## src/clk_switch_defs.svh

```systemverilog
// Register offsets, field positions and codes for the input switch block
`ifndef CLK_SWITCH_DEFS_SVH
`define CLK_SWITCH_DEFS_SVH

`define ADDR_HOLD_CNT_LO   16'h0532
`define ADDR_HOLD_CNT_MID  16'h0533
`define ADDR_HOLD_CNT_HI   16'h0534
`define ADDR_FORCE_HOLD    16'h0535
`define ADDR_SWITCH_CTRL   16'h0536
`define ADDR_FAULT_MASK    16'h0537
`define ADDR_PRIO_FIRST    16'h0538
`define ADDR_PRIO_SECOND   16'h0539
`define ADDR_HSW_MODE      16'h053a
`define ADDR_PH_THR_LO     16'h053b
`define ADDR_PH_THR_HI     16'h053c
`define ADDR_COARSE_LEN    16'h053d
`define ADDR_HIST_STATUS   16'h053f
`define ADDR_SEL_STATUS    16'h0541

// Writable bits of each register that does not take all eight bits
`define MASK_FORCE_HOLD    8'h01
`define MASK_SWITCH_CTRL   8'h07
`define MASK_PRIO          8'h77
`define MASK_HSW_MODE      8'h0f
`define MASK_PH_THR_HI     8'h03
`define MASK_COARSE_LEN    8'h1f

`define RST_ZERO           8'h00
`define RST_HSW_MODE       8'h01

`define BIT_FORCE_HOLD     0
`define BIT_HITLESS_EN     2
`define BIT_HIST_VALID     1
`define POLICY_HI          1
`define POLICY_LO          0
`define LOSS_MASK_HI       3
`define LOSS_MASK_LO       0
`define FREQ_MASK_HI       7
`define FREQ_MASK_LO       4
`define RANK_LO_HI         2
`define RANK_LO_LO         0
`define RANK_HI_HI         6
`define RANK_HI_LO         4

`define RANK_NONE          3'h0
`define RANK_LAST          3'h4

`endif

```

## src/clk_switch_pkg.sv

```systemverilog
// Types shared by the input switch block
package clk_switch_pkg;
    typedef enum logic [2:0] {
        ST_TRACK = 3'b001,
        ST_HOLD  = 3'b010,
        ST_FREE  = 3'b100
    } path_state_e;

    typedef enum logic [1:0] {
        POL_MANUAL  = 2'h0,
        POL_AUTO_NR = 2'h1,
        POL_AUTO_RV = 2'h2,
        POL_RSVD    = 2'h3
    } switch_policy_e;
endpackage : clk_switch_pkg

```

## src/input_sync.sv

```systemverilog
// Three-stage synchroniser that accepts a change once stages two and three agree
`timescale 1ns/10ps
`default_nettype none
module input_sync #(
    parameter int WIDTH = 4
) (
    input  wire logic             clk,
    input  wire logic             rst,
    input  wire logic             ce,
    input  wire logic [WIDTH-1:0] async_in,
    output var  logic [WIDTH-1:0] sync_out
);
    logic [WIDTH-1:0] meta_reg;
    logic [WIDTH-1:0] mid_reg;
    logic [WIDTH-1:0] late_reg;
    logic [WIDTH-1:0] sync_next;
    logic [WIDTH-1:0] agree;

    if (WIDTH < 1) begin : g_chk
        $error("input_sync needs WIDTH of at least one");
    end

    assign agree     = ~(mid_reg ^ late_reg);
    assign sync_next = (agree & late_reg) | (~agree & sync_out);

    always_ff @(posedge clk) begin
        if (rst) begin
            meta_reg <= '0;
            mid_reg  <= '0;
            late_reg <= '0;
            sync_out <= '0;
        end else if (ce) begin
            meta_reg <= async_in;
            mid_reg  <= meta_reg;
            late_reg <= mid_reg;
            sync_out <= sync_next;
        end
    end
endmodule : input_sync
`default_nettype wire

```

## src/rank_pick.sv

```systemverilog
// Picks the eligible input with the best rank, lowest index on a tie
`timescale 1ns/10ps
`default_nettype none
`include "clk_switch_defs.svh"
module rank_pick #(
    parameter int NUM_IN = 4
) (
    input  wire logic [3*NUM_IN-1:0]     ranks,
    input  wire logic [NUM_IN-1:0]       usable,
    output var  logic                    found,
    output var  logic [$clog2(NUM_IN)-1:0] idx,
    output var  logic [2:0]              best
);
    if (NUM_IN < 2) begin : g_chk
        $error("rank_pick needs at least two inputs");
    end

    // Rank zero and reserved codes never take part in automatic choice
    function automatic logic rank_ok(input logic [2:0] r);
        rank_ok = (r != `RANK_NONE) && (r <= `RANK_LAST);
    endfunction : rank_ok

    always_comb begin
        found = 1'b0;
        idx   = '0;
        best  = `RANK_NONE;
        // Strict less-than keeps the lowest index among equal ranks
        for (int i = 0; i < NUM_IN; i++) begin
            if (usable[i] && rank_ok(ranks[3*i +: 3]) &&
                (!found || ranks[3*i +: 3] < best)) begin
                found = 1'b1;
                idx   = i[$clog2(NUM_IN)-1:0];
                best  = ranks[3*i +: 3];
            end
        end
    end
endmodule : rank_pick
`default_nettype wire

```

## src/pll_input_switch_holdover_ctrl.sv

```systemverilog
// Reference input selection, holdover/freerun control and config registers
//
// How it works
// - Force bit holds output, clearing resumes tracking
// - Forced: freerun without history, else holdover
// - Policy 0 manual, 1 non-revertive, 2 revertive
// - Hitless bit allows switching without holdover step
// - Loss mask bit set ignores that loss fault
// - Frequency mask bit set ignores frequency fault
// - Automatic picks valid input with best rank
// - Rank zero never auto-picked, manual still allowed
// - Equal ranks resolve to lowest input index
// - No usable selected input leaves tracking for holdover or freerun
// - Failure or non-hitless switch: holdover if history, else freerun
// - Manual uses pin unless register select is high
`timescale 1ns/10ps
`default_nettype none
`include "clk_switch_defs.svh"
module pll_input_switch_holdover_ctrl
    import clk_switch_pkg::*;
#(
    parameter int NUM_IN = 4
) (
    input  wire logic        CLK,
    input  wire logic        SYS_RST,
    input  wire logic        CLK_EN,
    input  wire logic [15:0] REG_ADDR,
    input  wire logic [7:0]  REG_WDATA,
    input  wire logic        REG_WR,
    input  wire logic        REG_RD,
    output var  logic [7:0]  REG_RDATA,
    input  wire logic [3:0]  SIGNAL_LOSS_FAULT,
    input  wire logic [3:0]  FREQUENCY_OFFSET_FAULT,
    input  wire logic [1:0]  SEL_PIN,
    input  wire logic        SELECT_FROM_REGISTER,
    input  wire logic [1:0]  REG_INPUT_SEL,
    input  wire logic        HISTORY_VALID,
    output var  logic [1:0]  SEL_INPUT,
    output var  logic        TRACKING,
    output var  logic        HOLDOVER,
    output var  logic        FREERUN,
    output var  logic        HITLESS_SWITCH
);
    if (NUM_IN != 4) begin : g_chk
        $error("Register layout serves exactly four inputs");
    end

    logic [7:0]  hold_cnt_lo_reg;
    logic [7:0]  hold_cnt_mid_reg;
    logic [7:0]  hold_cnt_hi_reg;
    logic [7:0]  force_reg;
    logic [7:0]  switch_ctrl_reg;
    logic [7:0]  fault_mask_reg;
    logic [7:0]  prio_first_reg;
    logic [7:0]  prio_second_reg;
    logic [7:0]  hsw_mode_reg;
    logic [7:0]  ph_thr_lo_reg;
    logic [7:0]  ph_thr_hi_reg;
    logic [7:0]  coarse_len_reg;
    logic [7:0]  rdata_next;
    path_state_e state_reg;
    path_state_e state_next;
    logic [1:0]  sel_reg;
    logic [1:0]  sel_next;
    logic        hsw_pulse_next;

    logic [3:0]  loss_sync;
    logic [3:0]  freq_sync;
    logic [1:0]  pin_sync;

    logic        force_holdover_b;
    logic        hitless_enable_b;
    switch_policy_e switch_policy_b;
    logic [3:0]  signal_loss_mask_b;
    logic [3:0]  freq_offset_mask_b;
    logic [11:0] ranks;
    logic [3:0]  input_ok;
    logic        best_found;
    logic [1:0]  best_idx;
    logic [2:0]  best_rank;
    logic [1:0]  manual_sel;
    logic        is_auto;
    logic        cur_keep;
    logic [1:0]  target;
    logic        target_ok;
    logic        is_switch;
    path_state_e lost_state;

    input_sync #(.WIDTH(4)) u_loss_sync (
        .clk      (CLK),
        .rst      (SYS_RST),
        .ce       (CLK_EN),
        .async_in (SIGNAL_LOSS_FAULT),
        .sync_out (loss_sync)
    );

    input_sync #(.WIDTH(4)) u_freq_sync (
        .clk      (CLK),
        .rst      (SYS_RST),
        .ce       (CLK_EN),
        .async_in (FREQUENCY_OFFSET_FAULT),
        .sync_out (freq_sync)
    );

    input_sync #(.WIDTH(2)) u_pin_sync (
        .clk      (CLK),
        .rst      (SYS_RST),
        .ce       (CLK_EN),
        .async_in (SEL_PIN),
        .sync_out (pin_sync)
    );

    assign force_holdover_b   = force_reg[`BIT_FORCE_HOLD];
    assign hitless_enable_b   = switch_ctrl_reg[`BIT_HITLESS_EN];
    assign switch_policy_b    =
        switch_policy_e'(switch_ctrl_reg[`POLICY_HI:`POLICY_LO]);
    assign signal_loss_mask_b = fault_mask_reg[`LOSS_MASK_HI:`LOSS_MASK_LO];
    assign freq_offset_mask_b = fault_mask_reg[`FREQ_MASK_HI:`FREQ_MASK_LO];
    assign ranks = {prio_second_reg[`RANK_HI_HI:`RANK_HI_LO],
                    prio_second_reg[`RANK_LO_HI:`RANK_LO_LO],
                    prio_first_reg[`RANK_HI_HI:`RANK_HI_LO],
                    prio_first_reg[`RANK_LO_HI:`RANK_LO_LO]};

    assign input_ok = ~(loss_sync & ~signal_loss_mask_b) &
                      ~(freq_sync & ~freq_offset_mask_b);

    rank_pick #(.NUM_IN(4)) u_pick (
        .ranks  (ranks),
        .usable (input_ok),
        .found  (best_found),
        .idx    (best_idx),
        .best   (best_rank)
    );

    assign manual_sel = SELECT_FROM_REGISTER ? REG_INPUT_SEL : pin_sync;
    // reserved policy code behaves as manual
    assign is_auto = (switch_policy_b == POL_AUTO_NR) ||
                     (switch_policy_b == POL_AUTO_RV);
    // Rank zero and reserved codes never count as ranked
    function automatic logic rank_ok(input logic [2:0] r);
        rank_ok = (r != `RANK_NONE) && (r <= `RANK_LAST);
    endfunction : rank_ok

    // non-revertive keeps a still-valid, still-ranked input
    assign cur_keep = (switch_policy_b == POL_AUTO_NR) &&
                      (state_reg == ST_TRACK) && input_ok[sel_reg] &&
                      rank_ok(ranks[3*sel_reg +: 3]);
    // auto result only from ranked inputs; manual ignores rank
    assign target = !is_auto ? manual_sel :
                    cur_keep ? sel_reg : best_idx;
    assign target_ok = is_auto ? (cur_keep || best_found) : input_ok[target];
    assign is_switch = (state_reg == ST_TRACK) && target_ok &&
                       (target != sel_reg);
    assign lost_state = HISTORY_VALID ? ST_HOLD : ST_FREE;

    always_comb begin
        state_next     = state_reg;
        sel_next       = sel_reg;
        hsw_pulse_next = 1'b0;
        if (force_holdover_b) begin
            state_next = lost_state;
        end else if (!target_ok) begin
            state_next = (state_reg == ST_TRACK) ? lost_state : state_reg;
        end else if (is_switch && !hitless_enable_b) begin
            // a plain switch passes through one lost cycle
            state_next = lost_state;
            sel_next   = target;
        end else begin
            state_next     = ST_TRACK;
            sel_next       = target;
            hsw_pulse_next = is_switch;
        end
    end

    always_comb begin
        case (REG_ADDR)
            `ADDR_HOLD_CNT_LO:  rdata_next = hold_cnt_lo_reg;
            `ADDR_HOLD_CNT_MID: rdata_next = hold_cnt_mid_reg;
            `ADDR_HOLD_CNT_HI:  rdata_next = hold_cnt_hi_reg;
            `ADDR_FORCE_HOLD:   rdata_next = force_reg;
            `ADDR_SWITCH_CTRL:  rdata_next = switch_ctrl_reg;
            `ADDR_FAULT_MASK:   rdata_next = fault_mask_reg;
            `ADDR_PRIO_FIRST:   rdata_next = prio_first_reg;
            `ADDR_PRIO_SECOND:  rdata_next = prio_second_reg;
            `ADDR_HSW_MODE:     rdata_next = hsw_mode_reg;
            `ADDR_PH_THR_LO:    rdata_next = ph_thr_lo_reg;
            `ADDR_PH_THR_HI:    rdata_next = ph_thr_hi_reg;
            `ADDR_COARSE_LEN:   rdata_next = coarse_len_reg;
            `ADDR_HIST_STATUS:
                rdata_next = {6'h00, HISTORY_VALID, 1'b0};
            `ADDR_SEL_STATUS:
                rdata_next = {3'h0, state_reg, sel_reg};
            default:            rdata_next = 8'h00;
        endcase
    end

    // Config writes; hitless mode keeps only bits 3:0 of the written value
    always_ff @(posedge CLK) begin
        if (SYS_RST) begin
            hold_cnt_lo_reg  <= `RST_ZERO;
            hold_cnt_mid_reg <= `RST_ZERO;
            hold_cnt_hi_reg  <= `RST_ZERO;
            force_reg        <= `RST_ZERO;
            switch_ctrl_reg  <= `RST_ZERO;
            fault_mask_reg   <= `RST_ZERO;
            prio_first_reg   <= `RST_ZERO;
            prio_second_reg  <= `RST_ZERO;
            hsw_mode_reg     <= `RST_HSW_MODE;
            ph_thr_lo_reg    <= `RST_ZERO;
            ph_thr_hi_reg    <= `RST_ZERO;
            coarse_len_reg   <= `RST_ZERO;
        end else if (CLK_EN && REG_WR) begin
            case (REG_ADDR)
                `ADDR_HOLD_CNT_LO:  hold_cnt_lo_reg  <= REG_WDATA;
                `ADDR_HOLD_CNT_MID: hold_cnt_mid_reg <= REG_WDATA;
                `ADDR_HOLD_CNT_HI:  hold_cnt_hi_reg  <= REG_WDATA;
                `ADDR_FORCE_HOLD:
                    force_reg <= REG_WDATA & `MASK_FORCE_HOLD;
                `ADDR_SWITCH_CTRL:
                    switch_ctrl_reg <= REG_WDATA & `MASK_SWITCH_CTRL;
                `ADDR_FAULT_MASK:   fault_mask_reg <= REG_WDATA;
                // rank codes stored as written, reserved ones never win
                `ADDR_PRIO_FIRST:
                    prio_first_reg <= REG_WDATA & `MASK_PRIO;
                `ADDR_PRIO_SECOND:
                    prio_second_reg <= REG_WDATA & `MASK_PRIO;
                `ADDR_HSW_MODE:
                    hsw_mode_reg <= REG_WDATA & `MASK_HSW_MODE;
                `ADDR_PH_THR_LO:    ph_thr_lo_reg <= REG_WDATA;
                `ADDR_PH_THR_HI:
                    ph_thr_hi_reg <= REG_WDATA & `MASK_PH_THR_HI;
                `ADDR_COARSE_LEN:
                    coarse_len_reg <= REG_WDATA & `MASK_COARSE_LEN;
                default: ;
            endcase
        end
    end

    always_ff @(posedge CLK) begin
        if (SYS_RST) begin
            state_reg      <= ST_FREE;
            sel_reg        <= 2'h0;
            REG_RDATA      <= 8'h00;
            HITLESS_SWITCH <= 1'b0;
        end else if (CLK_EN) begin
            state_reg      <= state_next;
            sel_reg        <= sel_next;
            HITLESS_SWITCH <= hsw_pulse_next;
            if (REG_RD) begin
                REG_RDATA <= rdata_next;
            end
        end
    end

    assign SEL_INPUT = sel_reg;
    assign TRACKING  = state_reg[0];
    assign HOLDOVER  = state_reg[1];
    assign FREERUN   = state_reg[2];
endmodule : pll_input_switch_holdover_ctrl
`default_nettype wire

```

## config.mk

```make
export PLATFORM = sky130hd
export DESIGN_NAME = pll_input_switch_holdover_ctrl
export DESIGN_NICKNAME = d
export VERILOG_FILES = /design/src/clk_switch_pkg.sv /design/src/input_sync.sv /design/src/rank_pick.sv /design/src/pll_input_switch_holdover_ctrl.sv
export VERILOG_INCLUDE_DIRS = /design/src
export SDC_FILE = /design/constraint.sdc
export NUM_CORES = 1
export LEC_CHECK = 0
export ABC_CLOCK_PERIOD_IN_PS = 5570
export BUFFER_PORTS_ARGS = -buffer_cell sky130_fd_sc_hd__buf_2
export CORE_MARGIN = 2
export CORE_UTILIZATION = 55
export DETAILED_ROUTE_END_ITERATION = 10
export GPL_ROUTABILITY_DRIVEN = 1
export HOLD_SLACK_MARGIN = 0.1
export PLACE_DENSITY_LB_ADDON = 0.25
export SETUP_SLACK_MARGIN = 0.05
export SYNTH_ARGS = -nofsm -noshare
export SYNTH_HDL_FRONTEND = slang
export SYNTH_SLANG_ARGS = --single-unit
```

## constraint.sdc

```tcl
create_clock -name CLK -period 5.57 [get_ports CLK]
set_input_delay 0.2785 -clock CLK [delete_from_list [all_inputs] [get_ports CLK]]
set_output_delay 0.2785 -clock CLK [all_outputs]
set_load 0.02 [all_outputs]
```

==> After elaboration in Yosys (flattened, before gate mapping) <==
Index checks and enable logic that the tools add are counted.
Widths: inputs -> output; s select.
{ "totals": {"ff_bits": 121, "input_bits": 43, "output_inout_bits": 14} }
{ "classes": {"n_mul": 1, "magnitude_cmp": 10, "eq_ne": 18, "shifts": 1, "muxes": 27, "bitwise": 26, "n_reduce_logical": 49} }
{ "ops": {"columns": ["op", "count"], "rows": [
  ["$eq 16x11->1 const B", 14],
  ["$pmux 8 s14", 1],
  ["$not 4->4", 8],
  ["$and 4x4->4", 7],
  ["$reduce_and 2->1", 14],
  ["$mux 3", 8],
  ["$logic_and 1x1->1", 19],
  ["$reduce_bool 3->1", 6],
  ["$le 3x3->1 const B", 5],
  ["$shiftx 12x5->3", 1],
  ["$mux 1", 11],
  ["$mux 2", 5],
  ["$lt 3x3->1", 3],
  ["$or 4x4->4", 2],
  ["$xor 4x4->4", 2],
  ["$lt 2x3->1 const B", 2],
  ["$logic_or 1x1->1", 5],
  ["$and 2x2->2", 2],
  ["$bmux 1 s2", 2],
  ["$logic_not 1->1", 4],
  ["$mul 2x2->4 const A", 1],
  ["$not 2->2", 2],
  ["$eq 3x1->1 const B", 1],
  ["$reduce_and 3->1", 1],
  ["6 further kinds", 6]
]} }

==> Depth between registers and ports, before layout <==
{ "logic_depth": {"ltp_word": 29, "ltp_mapped": 24} }

==> Hierarchy <==
Synthesis repeated with hierarchy kept, for this count alone.
{ "unflattened": {"cells_unflattened": 672, "area_unflattened_um2": 6257.3} }
{ "modules_own_cells": {"columns": ["module", "instances", "cells_per_inst", "area_each_um2", "seq_area_each_um2"], "rows": [
  ["pll_input_switch_holdover_ctrl", 1, 446, 4032.6, 1621.6],
  ["input_sync (u_freq_sync ...)", 2, 64, 700.7, 320.3],
  ["rank_pick", 1, 66, 474.2, 0.0],
  ["input_sync (u_pin_sync)", 1, 32, 349.1, 160.2]
]} }

==> Least setup slack after synthesis <==
Ideal clock, no wire load.
{ "synth_timing": {"path_type": "reg2reg", "from": "reg (tool-made name)", "to": "reg HITLESS_SWITCH", "setup_ps": 132, "t_arrival_ps": 4937, "required_ps": 5438, "slack_ps": 500, "path_stages_with_launch": 24, "path_buffers": 0, "path_cell_list": "dfxtp_1 nor2b_1 nor4b_1 nand2_1 ha_1 a21oi_1 o21ai_0 a21oi_1 a32oi_1 ha_1 a211oi_1 and4_1 o211ai_1 o211ai_1 a21oi_1 ha_1 o21ai_0 a32oi_1 nor2_1 a2111oi_2 o21a_2 mux2_4 o311ai_1 a21oi_1"} }
{ "synth_rtl": {"columns": ["item", "line", "rtl"], "rows": [
  ["end signal: assignment", "pll_input_switch_holdover_ctrl.sv:248", "HITLESS_SWITCH <= hsw_pulse_next;"],
  ["end: declaration", "pll_input_switch_holdover_ctrl.sv:42", "output var logic HITLESS_SWITCH"]
]} }

==> reports/qor.yml <==
die:
  num_rows: 37
  dieArea_um2: 11400
  core_um2: 10300
  start_util: 0.564
  die_w_um: 107
  dieHeight_um: 107
  ios: 57
timing:
  hold_viol: 0
  fin_crit_sh: 0.952
  max_freq_mhz: 188
  finalMaxSlewViolations: 0
  setup_viol: 0
  finClkSkew_ns: 0.00784
  holdWs_ns: 0.122
  slew_headroom: 0.220
  min_period_ns: 5.31
  worstMarginPinSlew_ns: 1.16
critical_path:
  crit_buf_inv: 1
  cp_num_cells: 24
  rrSetupSlack_ns: 0.26
  crit_path_max_incr_delay_ns: 0.35
  required_ns: 5.94
  crit_path_top_delay_cell: "mux2_4"
  start_kind: "flip-flop"
  cpLargestDelayFamily: "compound AO/OA/AOI/OAI gates"
  cp_data_arrival_time_ns: 5.68
  crit_type: "reg -> reg"
  worst_setup_path_end_kind: "flip-flop"
  path_max_fanout: 5
  r2r_cells: 24
  crit_chain: "nor2b_2 > nor4b_2 > buf_4 > nand2_1 > ha_4 > a21oi_4 > o21a_1 > nand2b_1 > a32oi_2 > ha_1 > a211oi_2 > and4_4 > o211ai_1 > o211ai_1 > nor2_1 > a21oi_1 > ha_1 > a211oi_2 > nor2b_4 > o311ai_1 > o21a_2 > mux2_4 > o311ai_4 > a21oi_1"
  r2r_end: "HITLESS_SWITCH$_SDFFE_PP0P_"
clock_tree:
  clkSinkCount: 121
  clock_latency_ns: 0.53
  numCtsBuffers: 17
  cts_tree: "done"
  cts.path.max_buffers: 2
  clockRootBuffer: "clkbuf_8"
  htreeDepth: 4
  clk_pin_slew_ns: 0.06
pwr:
  ir_worst_vdd_mv: 0.254
  p_total_w: 0.00210
  powerDensity_nw_per_um2: 299
  p_leak_nw: 2.88
yosys:
  avgSynthCellArea_um2: 8.76
  ys.flop_type: "dfxtp_1"
  synth_edf_count: 0
  ys_ff_latch: 121
  ys_seq_area_frac: 0.418
  async_flop_share: 0
  synthesis.area_um2: 5800
  syn_inst: 662
  synth_nets: 712
  synth_cell_types: 60
  yosys_warnings: 0
placement:
  dp_cells: 825
  dpl.hpwl_um: 10900
  place.port_buffers: 56
  place.gp.congestion: 0.926
  dpl_cell_area_um2: 6150
detailed_routing:
  ant_nets: 0
  routed_via_density: 6.11
  first_iter_violations: 437
  drtPass1Iterations: 8
  wirelength_um: 16700
  drc: 0
  vias: 5359
  avgRoutedWirePerCell_um: 19.1
global_routing:
  grt_pass1_wl_um: 26200
  track_usage: 0.295
  antenna_found_initial: 0
  grtUsageMet3: 0.0620
  grt_pass1_vias: 5186
  grt.met1_usage: 0.384
  grt_max_degree: 84
  gr-total-overflow: 0
  use_met2: 0.477
  grt_busiest_layer: "met2"
hold_path:
  hp-class: "in -> reg"
  min_from: "SYS_RST"
  worstHoldPathCells: 2
  hold-path-endpoint: "u_pin_sync.mid_reg[0]$_SDFFE_PP0P_"
layout:
  stdcell_area_um2: 7030
  area_delta_synth_final_pct: 21.2
  final_common_cell: "dfxtp_1"
  antennaDiodeCount: 0
  layout_common_cells: "dfxtp_1 (118), nor2_1 (116), mux2i_1 (98), buf_2 (55), nand2_1 (48)"
  drive_gt1_frac: 0.177
  fillCellCount: 808
  nNetsFinal: 778
  stdcell_count: 877
run_status:
  run_status: "complete, no violations"
run:
  drv_cap: 0
worst max-delay path by stage:
stage,to,slack (ns),from
after floorplan,HITLESS_SWITCH$_SDFFE_PP0P_,0.50,flip-flop
after global placement,HITLESS_SWITCH$_SDFFE_PP0P_,0.21,prio_first_reg[1]$_SDFFE_PP0P_
after detailed placement,HITLESS_SWITCH$_SDFFE_PP0P_,0.09,prio_first_reg[2]$_SDFFE_PP0P_
after CTS,HITLESS_SWITCH$_SDFFE_PP0P_,0.07,prio_first_reg[2]$_SDFFE_PP0P_
after global routing,HITLESS_SWITCH$_SDFFE_PP0P_,-0.11,prio_first_reg[0]$_SDFFE_PP0P_
final,HITLESS_SWITCH$_SDFFE_PP0P_,0.26,flip-flop
layout make-up:
class                   instances  area [µm²]  area share
clock buffers                  20         435      0.0620
clock inverters                12         141      0.0201
inverters                      12        45.0     0.00641
multi-input cells             497        3320       0.472
flip-flops and latches        121        2430       0.345
well taps                     136         170      0.0242
repair buffers                 79         493      0.0701
where the power goes:
group          total (W)  internal, W  switching [W]
Clock            0.00107     0.000654       0.000417
Sequential      0.000893     0.000880      0.0000129
Combinational   0.000137    0.0000510      0.0000863
Total            0.00210      0.00159       0.000516
logic make-up after synthesis:
family,after synthesis,share of synthesized area
DFF,121,0.418
muxes,100,0.174
and+or+nand+nor,237,0.192
AOI/OAI and AO/OA,152,0.171
xor gates and xnor gates,1,0.00151
buffers and inverters,44,0.0289
adders and majority gates,7,0.0151
metrics by stage:
stage | util | setup TNS [ns] | setup slack, ns
after global placement | 0.598 | 0 | 0.213
after detailed placement | 0.598 | 0 | 0.0852
final | 0.684 | 0 | 0.265
after CTS | 0.669 | 0 | 0.0723
after floorplan | - | 0 | 0.500
after global routing | 0.684 | -0.364 | -0.115
repair_timing:
action | CTS | global route
endpoints found under the setup margin | 0 | 6
resized for setup | 0 | 25
endpoints found under the hold margin | 19 | 0
setup buffers | 0 | 5
hold buffers | 15 | 0
cells in the mapped netlist, drive strengths merged, types with 2 or more instances:
library cell	n	share of area
a211oi	5	0.0065
a21boi	2	0.0026
a21o	11	0.014
a21oi	48	0.041
a221oi	7	0.011
a222oi	4	0.0069
a22oi	6	0.0078
a31o	2	0.0030
a31oi	3	0.0032
a32oi	4	0.0060
and2	3	0.0032
buf	8	0.0056
clkbuf	24	0.016
dfxtp	121	0.42
ha	7	0.015
inv	12	0.0078
mux2	2	0.0045
mux2i	98	0.17
nand2	48	0.031
nand2b	9	0.0097
nand3	11	0.0095
nand3b	3	0.0039
nand4	6	0.0065
nor2	117	0.076
nor2b	10	0.012
nor3	12	0.014
nor3b	4	0.0060
nor4	2	0.0032
nor4b	4	0.0060
o211ai	5	0.0065
o21a	2	0.0028
o21ai	36	0.031
o221a	2	0.0039
o311ai	3	0.0045
o31ai	4	0.0060
o32ai	2	0.0030
or3	4	0.0043
or4b	2	0.0035
worst register-to-register path: cells and delay by family (launching register included):
kind                     cells  cell delay (ns)
multiplexers                 1             0.35
adder cells (fa/ha/maj)      3             0.80
buffers and inverters        1             0.17
flip-flops                   1             0.32
AND/OR/NAND/NOR              7             1.18
AO/OA/AOI/OAI               12             2.33
layer usage:
layer	wire length, µm	share of wire
met5	0	0
met4	369	0.022
met3	1090	0.065
met2	7940	0.47
met1	7330	0.44
Power figures use the tool's default switching activity.
